## src/hw/tap_map.vh

```
// Constants for the test access port and debug-event logic
// Contract
// [RL1] The device has a standard test access port state machine and test logic clocked by the test clock; the code uses clk and synchronised tck edges.
// [RL2] The serial test data input is captured on each rising test clock edge.
// [RL3] The mode select input is captured on each rising test clock edge and advances the state machine.
// [RL4] The test data output is driven only in shift-IR or shift-DR and floats otherwise, also in reset.
// [RL5] The test data output changes only on falling test clock edges.
// [RL6] The test reset input initialises the state machine without any test clock edge.
// [RL7] The outside controller asserts test reset after power-up.
// [RL8] An asserted debug-event input makes the core finish its instruction, save state, enter debug mode and wait for commands.
// [RL9] On entering debug mode for a request or a breakpoint the device pulls the debug-event pin for three clock cycles.
// [RL10] The device drives the debug-event pin only as an open-drain output.
// [RL11] The debug-event pin goes straight to the emulation logic and everything else passes the serial test port.
// [RL12] The emulation logic lets the outside controller inspect registers, memory and peripherals without disturbing operation.
// [RL13] The debug-event input is synchronised before use and the pin is released after its three-cycle pulse.
`ifndef TAP_MAP_VH
`define TAP_MAP_VH
// ***********************************************
// Instructions and timing
// ***********************************************
`define IR_WIDTH 4
`define IR_RESET 4'h1
`define IR_BYPASS 4'hF
`define IR_IDCODE 4'h1
`define IR_DEBUG 4'h6
`define IDCODE_VALUE 32'h00000001
`define DBG_PULSE_CYCLES 2'h3
`define DBG_WIDTH 24
`endif

```

## src/hw/jtag_debug_access_port.v

```verilog
// Test access port with debug-event pin and emulation data path
`include "tap_map.vh"
`default_nettype none

module jtag_debug_access_port #(
   parameter IDCODE = `IDCODE_VALUE, // Arbitrary identity value
   parameter DW = `DBG_WIDTH
) (
   input wire clk,
   input wire rst_n,
   input wire clk_en,
   input wire tck,
   input wire tms,
   input wire tdi,
   input wire trst_n,
   output reg tdo_o,
   output reg tdo_oe_n,
   input wire debug_event_pin_i,
   output reg debug_event_pin_o,
   output reg debug_event_pin_oe_n,
   input wire core_instr_done,
   input wire breakpoint_hit,
   input wire [DW-1:0] core_read_data,
   output reg debug_halt_req,
   output reg debug_mode,
   output reg [DW-1:0] debug_command,
   output reg debug_command_valid
);

// ***********************************************
// Pin synchronisers
// ***********************************************
// Two flip-flops per pin; only the second stage feeds logic
reg [1:0] tck_s_reg;
reg [1:0] tms_s_reg;
reg [1:0] tdi_s_reg;
reg [1:0] trst_s_reg;
reg [1:0] dbg_s_reg;
reg tck_d_reg;

// Capture pins while the clock enable is high
always @(posedge clk) begin
   if (clk_en) begin
      tck_s_reg <= {tck_s_reg[0], tck};
      tms_s_reg <= {tms_s_reg[0], tms};
      tdi_s_reg <= {tdi_s_reg[0], tdi};
      trst_s_reg <= {trst_s_reg[0], trst_n};
      dbg_s_reg <= {dbg_s_reg[0], debug_event_pin_i}; // RL13
      tck_d_reg <= tck_s_reg[1];
   end
end

// Test clock edges, seen a few cycles late; both resets restart the port
wire tck_rise = tck_s_reg[1] & ~tck_d_reg;
wire tck_fall = ~tck_s_reg[1] & tck_d_reg;
wire trst_act = ~trst_s_reg[1];
wire treset = ~rst_n | trst_act;

// ***********************************************
// Controller states
// ***********************************************
// One-hot controller states
localparam [15:0] S_TLR = 16'h0001;
localparam [15:0] S_RTI = 16'h0002;
localparam [15:0] S_SDR = 16'h0004;
localparam [15:0] S_CDR = 16'h0008;
localparam [15:0] S_SHDR = 16'h0010;
localparam [15:0] S_E1DR = 16'h0020;
localparam [15:0] S_PDR = 16'h0040;
localparam [15:0] S_E2DR = 16'h0080;
localparam [15:0] S_UDR = 16'h0100;
localparam [15:0] S_SIR = 16'h0200;
localparam [15:0] S_CIR = 16'h0400;
localparam [15:0] S_SHIR = 16'h0800;
localparam [15:0] S_E1IR = 16'h1000;
localparam [15:0] S_PIR = 16'h2000;
localparam [15:0] S_E2IR = 16'h4000;
localparam [15:0] S_UIR = 16'h8000;
reg [15:0] tap_reg, tap_next;

// Next state from mode select
always @* begin
   tap_next = S_TLR;
   case (tap_reg)
      S_TLR: tap_next = tms_s_reg[1] ? S_TLR : S_RTI;
      S_RTI: tap_next = tms_s_reg[1] ? S_SDR : S_RTI;
      S_SDR: tap_next = tms_s_reg[1] ? S_SIR : S_CDR;
      S_CDR: tap_next = tms_s_reg[1] ? S_E1DR : S_SHDR;
      S_SHDR: tap_next = tms_s_reg[1] ? S_E1DR : S_SHDR;
      S_E1DR: tap_next = tms_s_reg[1] ? S_UDR : S_PDR;
      S_PDR: tap_next = tms_s_reg[1] ? S_E2DR : S_PDR;
      S_E2DR: tap_next = tms_s_reg[1] ? S_UDR : S_SHDR;
      S_UDR: tap_next = tms_s_reg[1] ? S_SDR : S_RTI;
      S_SIR: tap_next = tms_s_reg[1] ? S_TLR : S_CIR;
      S_CIR: tap_next = tms_s_reg[1] ? S_E1IR : S_SHIR;
      S_SHIR: tap_next = tms_s_reg[1] ? S_E1IR : S_SHIR;
      S_E1IR: tap_next = tms_s_reg[1] ? S_UIR : S_PIR;
      S_PIR: tap_next = tms_s_reg[1] ? S_E2IR : S_PIR;
      S_E2IR: tap_next = tms_s_reg[1] ? S_UIR : S_SHIR;
      S_UIR: tap_next = tms_s_reg[1] ? S_SDR : S_RTI;
      default: tap_next = S_TLR;
   endcase
end

// ***********************************************
// Controller and shift registers
// ***********************************************
// Shift paths, instruction and command words
reg [`IR_WIDTH-1:0] ir_sh_reg, ir_reg;
reg [31:0] id_sh_reg;
reg [DW-1:0] dbg_sh_reg;
reg byp_reg;
reg cmd_toggle_reg;
reg [DW-1:0] cmd_word_reg;

// Controller step on each detected rising test clock edge
always @(posedge clk) begin
   if (treset) begin
      tap_reg <= S_TLR; // RL6
      ir_reg <= `IR_RESET;
      ir_sh_reg <= {`IR_WIDTH{1'b0}};
      id_sh_reg <= 32'h00000000;
      dbg_sh_reg <= {DW{1'b0}};
      byp_reg <= 1'b0;
      cmd_toggle_reg <= 1'b0;
      cmd_word_reg <= {DW{1'b0}};
   end else if (clk_en && tck_rise) begin
      tap_reg <= tap_next; // RL1 RL3
      if (tap_reg == S_CIR)
         ir_sh_reg <= `IR_RESET;
      if (tap_reg == S_SHIR)
         ir_sh_reg <= {tdi_s_reg[1], ir_sh_reg[`IR_WIDTH-1:1]}; // RL2
      if (tap_reg == S_UIR)
         ir_reg <= ir_sh_reg;
      if (tap_reg == S_CDR) begin
         id_sh_reg <= IDCODE;
         dbg_sh_reg <= core_read_data; // RL12
         byp_reg <= 1'b0;
      end
      if (tap_reg == S_SHDR) begin
         id_sh_reg <= {tdi_s_reg[1], id_sh_reg[31:1]}; // RL2
         dbg_sh_reg <= {tdi_s_reg[1], dbg_sh_reg[DW-1:1]};
         byp_reg <= tdi_s_reg[1];
      end
      if (tap_reg == S_UDR && ir_reg == `IR_DEBUG) begin
         cmd_word_reg <= dbg_sh_reg; // RL11
         cmd_toggle_reg <= ~cmd_toggle_reg;
      end
   end
end

// Shift state and the data register bit put on the output
wire shifting = (tap_reg == S_SHIR) | (tap_reg == S_SHDR);
wire dr_bit = (ir_reg == `IR_IDCODE) ? id_sh_reg[0] :
   (ir_reg == `IR_DEBUG) ? dbg_sh_reg[0] : byp_reg;

// Serial output on the falling edge
always @(posedge clk) begin
   if (treset) begin
      tdo_o <= 1'b0;
      tdo_oe_n <= 1'b1; // RL4
   end else if (clk_en && tck_fall) begin
      tdo_o <= (tap_reg == S_SHIR) ? ir_sh_reg[0] : dr_bit; // RL5
      tdo_oe_n <= ~shifting; // RL4
   end
end

// ***********************************************
// Debug-event handling
// ***********************************************
// One-hot sequencer states
localparam [2:0] D_RUN = 3'h1;
localparam [2:0] D_HALT = 3'h2;
localparam [2:0] D_DBG = 3'h4;

// Sequencer, acknowledge counter and pin history
reg [2:0] dst_reg;
reg [1:0] pulse_reg;
reg dbg_d_reg;
reg cmd_t_d_reg;
// History resets to the idle high level, so reset gives no false request
wire req_fall = ~dbg_s_reg[1] & dbg_d_reg;

// Halt request, debug entry, acknowledge pulse and command hand-over
always @(posedge clk) begin
   if (!rst_n) begin
      dst_reg <= D_RUN;
      pulse_reg <= 2'h0;
      dbg_d_reg <= 1'b1;
      cmd_t_d_reg <= 1'b0;
      debug_halt_req <= 1'b0;
      debug_mode <= 1'b0;
      debug_event_pin_o <= 1'b0;
      debug_event_pin_oe_n <= 1'b1;
      debug_command <= {DW{1'b0}};
      debug_command_valid <= 1'b0;
   end else if (clk_en) begin
      dbg_d_reg <= dbg_s_reg[1];
      cmd_t_d_reg <= cmd_toggle_reg;
      debug_command_valid <= 1'b0;
      if (pulse_reg != 2'h0)
         pulse_reg <= pulse_reg - 2'h1;
      debug_event_pin_oe_n <= ~(pulse_reg != 2'h0); // RL9 RL10 RL13
      case (dst_reg)
         D_RUN: begin
            if (breakpoint_hit) begin
               dst_reg <= D_DBG;
               debug_mode <= 1'b1;
               pulse_reg <= `DBG_PULSE_CYCLES; // RL9
            end else if (req_fall) begin
               dst_reg <= D_HALT;
               debug_halt_req <= 1'b1; // RL8
            end
         end
         D_HALT: begin
            // A breakpoint while waiting enters debug mode as well
            if (core_instr_done || breakpoint_hit) begin
               dst_reg <= D_DBG;
               debug_halt_req <= 1'b0;
               debug_mode <= 1'b1; // RL8
               pulse_reg <= `DBG_PULSE_CYCLES; // RL9
            end
         end
         D_DBG: begin
            if (cmd_toggle_reg != cmd_t_d_reg) begin
               debug_command <= cmd_word_reg; // RL8 RL11
               debug_command_valid <= 1'b1;
            end
         end
         default: dst_reg <= D_RUN;
      endcase
   end
end

endmodule // jtag_debug_access_port
`default_nettype wire

```

## config.mk

```make
export PLATFORM = sky130hd
export DESIGN_NAME = jtag_debug_access_port
export DESIGN_NICKNAME = d
export VERILOG_FILES = /design/src/hw/jtag_debug_access_port.v
export VERILOG_INCLUDE_DIRS = /design/src /design/src/hw
export SDC_FILE = /design/constraint.sdc
export NUM_CORES = 1
export LEC_CHECK = 0
export BUFFER_PORTS_ARGS = -buffer_cell sky130_fd_sc_hd__buf_4
export CAP_MARGIN = 5
export CELL_PAD_IN_SITES_DETAIL_PLACEMENT = 0
export CELL_PAD_IN_SITES_GLOBAL_PLACEMENT = 1
export CORE_MARGIN = 8
export CORE_UTILIZATION = 28
export CTS_CLUSTER_SIZE = 10
export DETAILED_ROUTE_END_ITERATION = 6
export PLACE_DENSITY = 0.49
export RECOVER_POWER = 50
export SYNTH_ARGS = -nofsm -noshare
export SYNTH_HDL_FRONTEND = slang
export SYNTH_SLANG_ARGS = --single-unit
```

## constraint.sdc

```tcl
create_clock -name clk -period 2.36 [get_ports clk]
set_input_delay 0.354 -clock clk [delete_from_list [all_inputs] [get_ports clk]]
set_output_delay 0.354 -clock clk [all_outputs]
set_load 0.005 [all_outputs]
```

==> metrics.txt <==
outcome=completed; Worst R2R Start=tap_reg[5]$_SDFFE_PP0P_; fmax=478.7 MHz; reg2reg end=dbg_sh_reg[22]$_SDFFE_PP0P_; Resized cells post-CTS=0; WP buf/inv=1; # fillers=2,281; DIE HEIGHT=167.9 um; Sw Share=22.11%; die area=28,200 um2; Root Driver=clkbuf_16; flip-flop count of the largest register after layout=32; Post-DRT Antenna Nets=0; # DRC=0; mux contribution to synthesized area=12.39%; Die X=167.9 um; main combinational cell family by area after synthesis=simple AND/OR/NAND/NOR gates; number of CTS-inserted buffers=17; syn_nets=682; first-pass GRT wire length=24,160 um; Area growth syn-to-layout=20.76%; Synth Area in Compound Gates=13.57%; P_int=4.389 mW; clock slew at reported path FFs=0.06 ns; worst reg2reg setup slack=0.27 ns; Routed WL per cell=14.48 um; Slew Limit Fails=0; Pre-Repair DR Iteration Count=4; Comb power frac=3.7%; unrepaired setup endpoints after global routing=false; post-synthesis cell count=648; largest cells by area after synthesis=dfxtp_1 44%, mux2i_1 12%, nor2_1 6.0%, edfxtp_1 5.1%, a211oi_2 4.6%; routability cong.=0.7854; Post-CTS Setup Inserts=0; Post-Synth XOR/XNOR Area=1.355%; All-Layer GR Usage=10.51%; Max VDD drop=0.3550 mV; Worst-Margin Slew=0.6440 ns; share of total power in the clock network=49.0%; cts hold-fix bufs=0; io pins=65; Synth top cells by count=142 x dfxtp_1, 104 x nor2_1, 80 x mux2i_1; critical path's slowest cell=or4_1; final setup fails=0; Net count, final=730; Crit Path Category=flop to flop; Clock Skew=0.009887 ns; Hold Path End=dbg_s_reg[0]$_DFFE_PP_; share of cells above drive strength 1=20.03%; post-synthesis adder-cell area fraction=0%; Cell variety after synth=53; Crit. End Element=flop; Register Area=3173 um2; Antenna diodes=0; largest delay contributor family on the critical path=simple AND/OR/NAND/NOR gates; vias in the first global route=4,649; final period utilization=88.52%; via count=4,683; Synth async-reset ratio=0%; slowest stage delay, CP=0.56 ns; Post-Synth Simple-Gate Area=18.95%; CTS tree=built; area leader, netlist=dfxtp_1; Avg Inst Size Synth=9.973 um2; startpoint types=flop; prevailing post-synth register cell=dfxtp_1; minimum clock period=2.089 ns; worst-case reg-to-reg path depth=6; CP Cell Sequence=or4_1, nor4_2, and3_2, buf_12, nor2_1, a211oi_2; top-area cell type share of the netlist area=43.99%; Critical Path Fanout Max=49; Cell Rows=55; area of the multi-input gates=3003 um2; CTS HTree Levels=4; total grt overflow=0; Pleak=2.916 nW; via-per-instance ratio=4.711; largest net degree at the start of global routing=50; cell with the most instances after synthesis=dfxtp_1; register area share after synthesis=49.10%; CORE AREA=22,640 um2; Critical Path RT=2.69 ns; flops & latches, synth=153; initial antenna violation count=0; switching pwr=1.246 mW; hold path cells=1; PwrDens=722.2 nW/um2; Hold WC Path Type=input pin to flop; worst-skew pair later-pin latency=0.42 ns; Bufs on Longest Clock Path=2; final WL=14,400 um; Hold Startpoint=debug_event_pin_i; Max Cap Viol=0; Fin Hold WS=0.1326 ns; WP data arrival=2.42 ns; Synth warnings=0; DRT iter0 DRCs=191; relative slew slack=56.51%; Post-Syn Area=6462 um2; TritonCTS Sinks=153; Hold Fails Final Rpt=0; final setup TNS=0 ns; register share of total power=47.3%; IO Port Bufs=63; Post-synth EDFFs=11; Initial Util=28.54%; Final HPWL DP=9833 um
[kinds of logic (layout without fill, tap and decap cells)]
kind of cell,count (synthesis),after routing
AND/OR/NAND/NOR,232,232
other,1,1
multiplexers,80,80
buffers and inverters,58,119
AO/OA/AOI/OAI,114,114
XOR/XNOR,10,10
flip-flops,153,153
[how the worst max path moves through the flow]
stage / startpoint / endpoint / slack (ns) / depth (start not counted)
finish: tap_reg[5]$_SDFFE_PP0P_ / dbg_sh_reg[22]$_SDFFE_PP0P_ / 0.27 / 6
global route: tap_reg[12]$_SDFFE_PP0P_ / tap_reg[6]$_SDFFE_PP0P_ / 0.06 / 6
CTS: tap_reg[5]$_SDFFE_PP0P_ / dbg_sh_reg[12]$_SDFFE_PP0P_ / 0.24 / 6
detailed placement: tap_reg[5]$_SDFFE_PP0P_ / dbg_sh_reg[12]$_SDFFE_PP0P_ / 0.25 / 6
global placement: tap_reg[12]$_SDFFE_PP0P_ / tap_reg[0]$_SDFFE_PP1P_ / 0.26 / 5
floorplan: tap_reg[12]$_SDFFE_PP0P_ / cmd_word_reg[10]$_SDFFE_PP0P_ / 0.41 / 8
[metrics by stage]
stage | setup WS (ns) | utilization (%) | cells | power, mW | instance area [um2]
after detailed placement | 0.2513 | 31.99 | 962 | 2.936 | 7242
after global routing | 0.06264 | 34.47 | 994 | 5.872 | 7804
final | 0.2709 | 34.47 | 994 | 5.636 | 7804
after global placement | 0.2646 | 31.99 | 962 | 2.939 | 7242
after floorplan | 0.4066 | - | 648 | 2.830 | 6462
after CTS | 0.2435 | 34.67 | 994 | 5.741 | 7850
[power groups by stage]
stage,sequential (mW),clock [mW],combinational (mW)
2_1_floorplan,2.71,0,0.119
3_3_place_gp,2.72,0,0.216
3_5_place_dp,2.72,0,0.213
4_1_cts,2.66,2.86,0.214
5_1_grt,2.67,2.97,0.228
6_report,2.67,2.76,0.207
[final cells by class]
class                           count  area share (%)
Clock buffer                       19           5.948
Clock inverter                     13           1.844
Inverter                            5          0.2405
Multi-Input combinational cell    437           38.48
Sequential cell                   153           40.66
Tap cell                          285           4.570
Timing Repair Buffer               82           8.257
[placed cells by master, fill, tap and decap left out, types with 18 or more instances in the layout]
master and n:
a211oi_2 24, nor2_1 104, clkbuf_16 18, clkbuf_4 32, dfxtp_1 142, a21oi_1 22, nor2b_1 27, nand2_1 28
buf_4 36, a22oi_1 34, mux2i_1 80
[layer usage]
layer	global-route usage, %	vias to the layer above	part of all wire (%)
met3	2.783	15	2.8
met5	0	-	0
met1	13.48	2198	51
li1	-	2401	-
met2	16.61	69	45
met4	4.076	0	1.3
(Power assumes the default switching activity.)
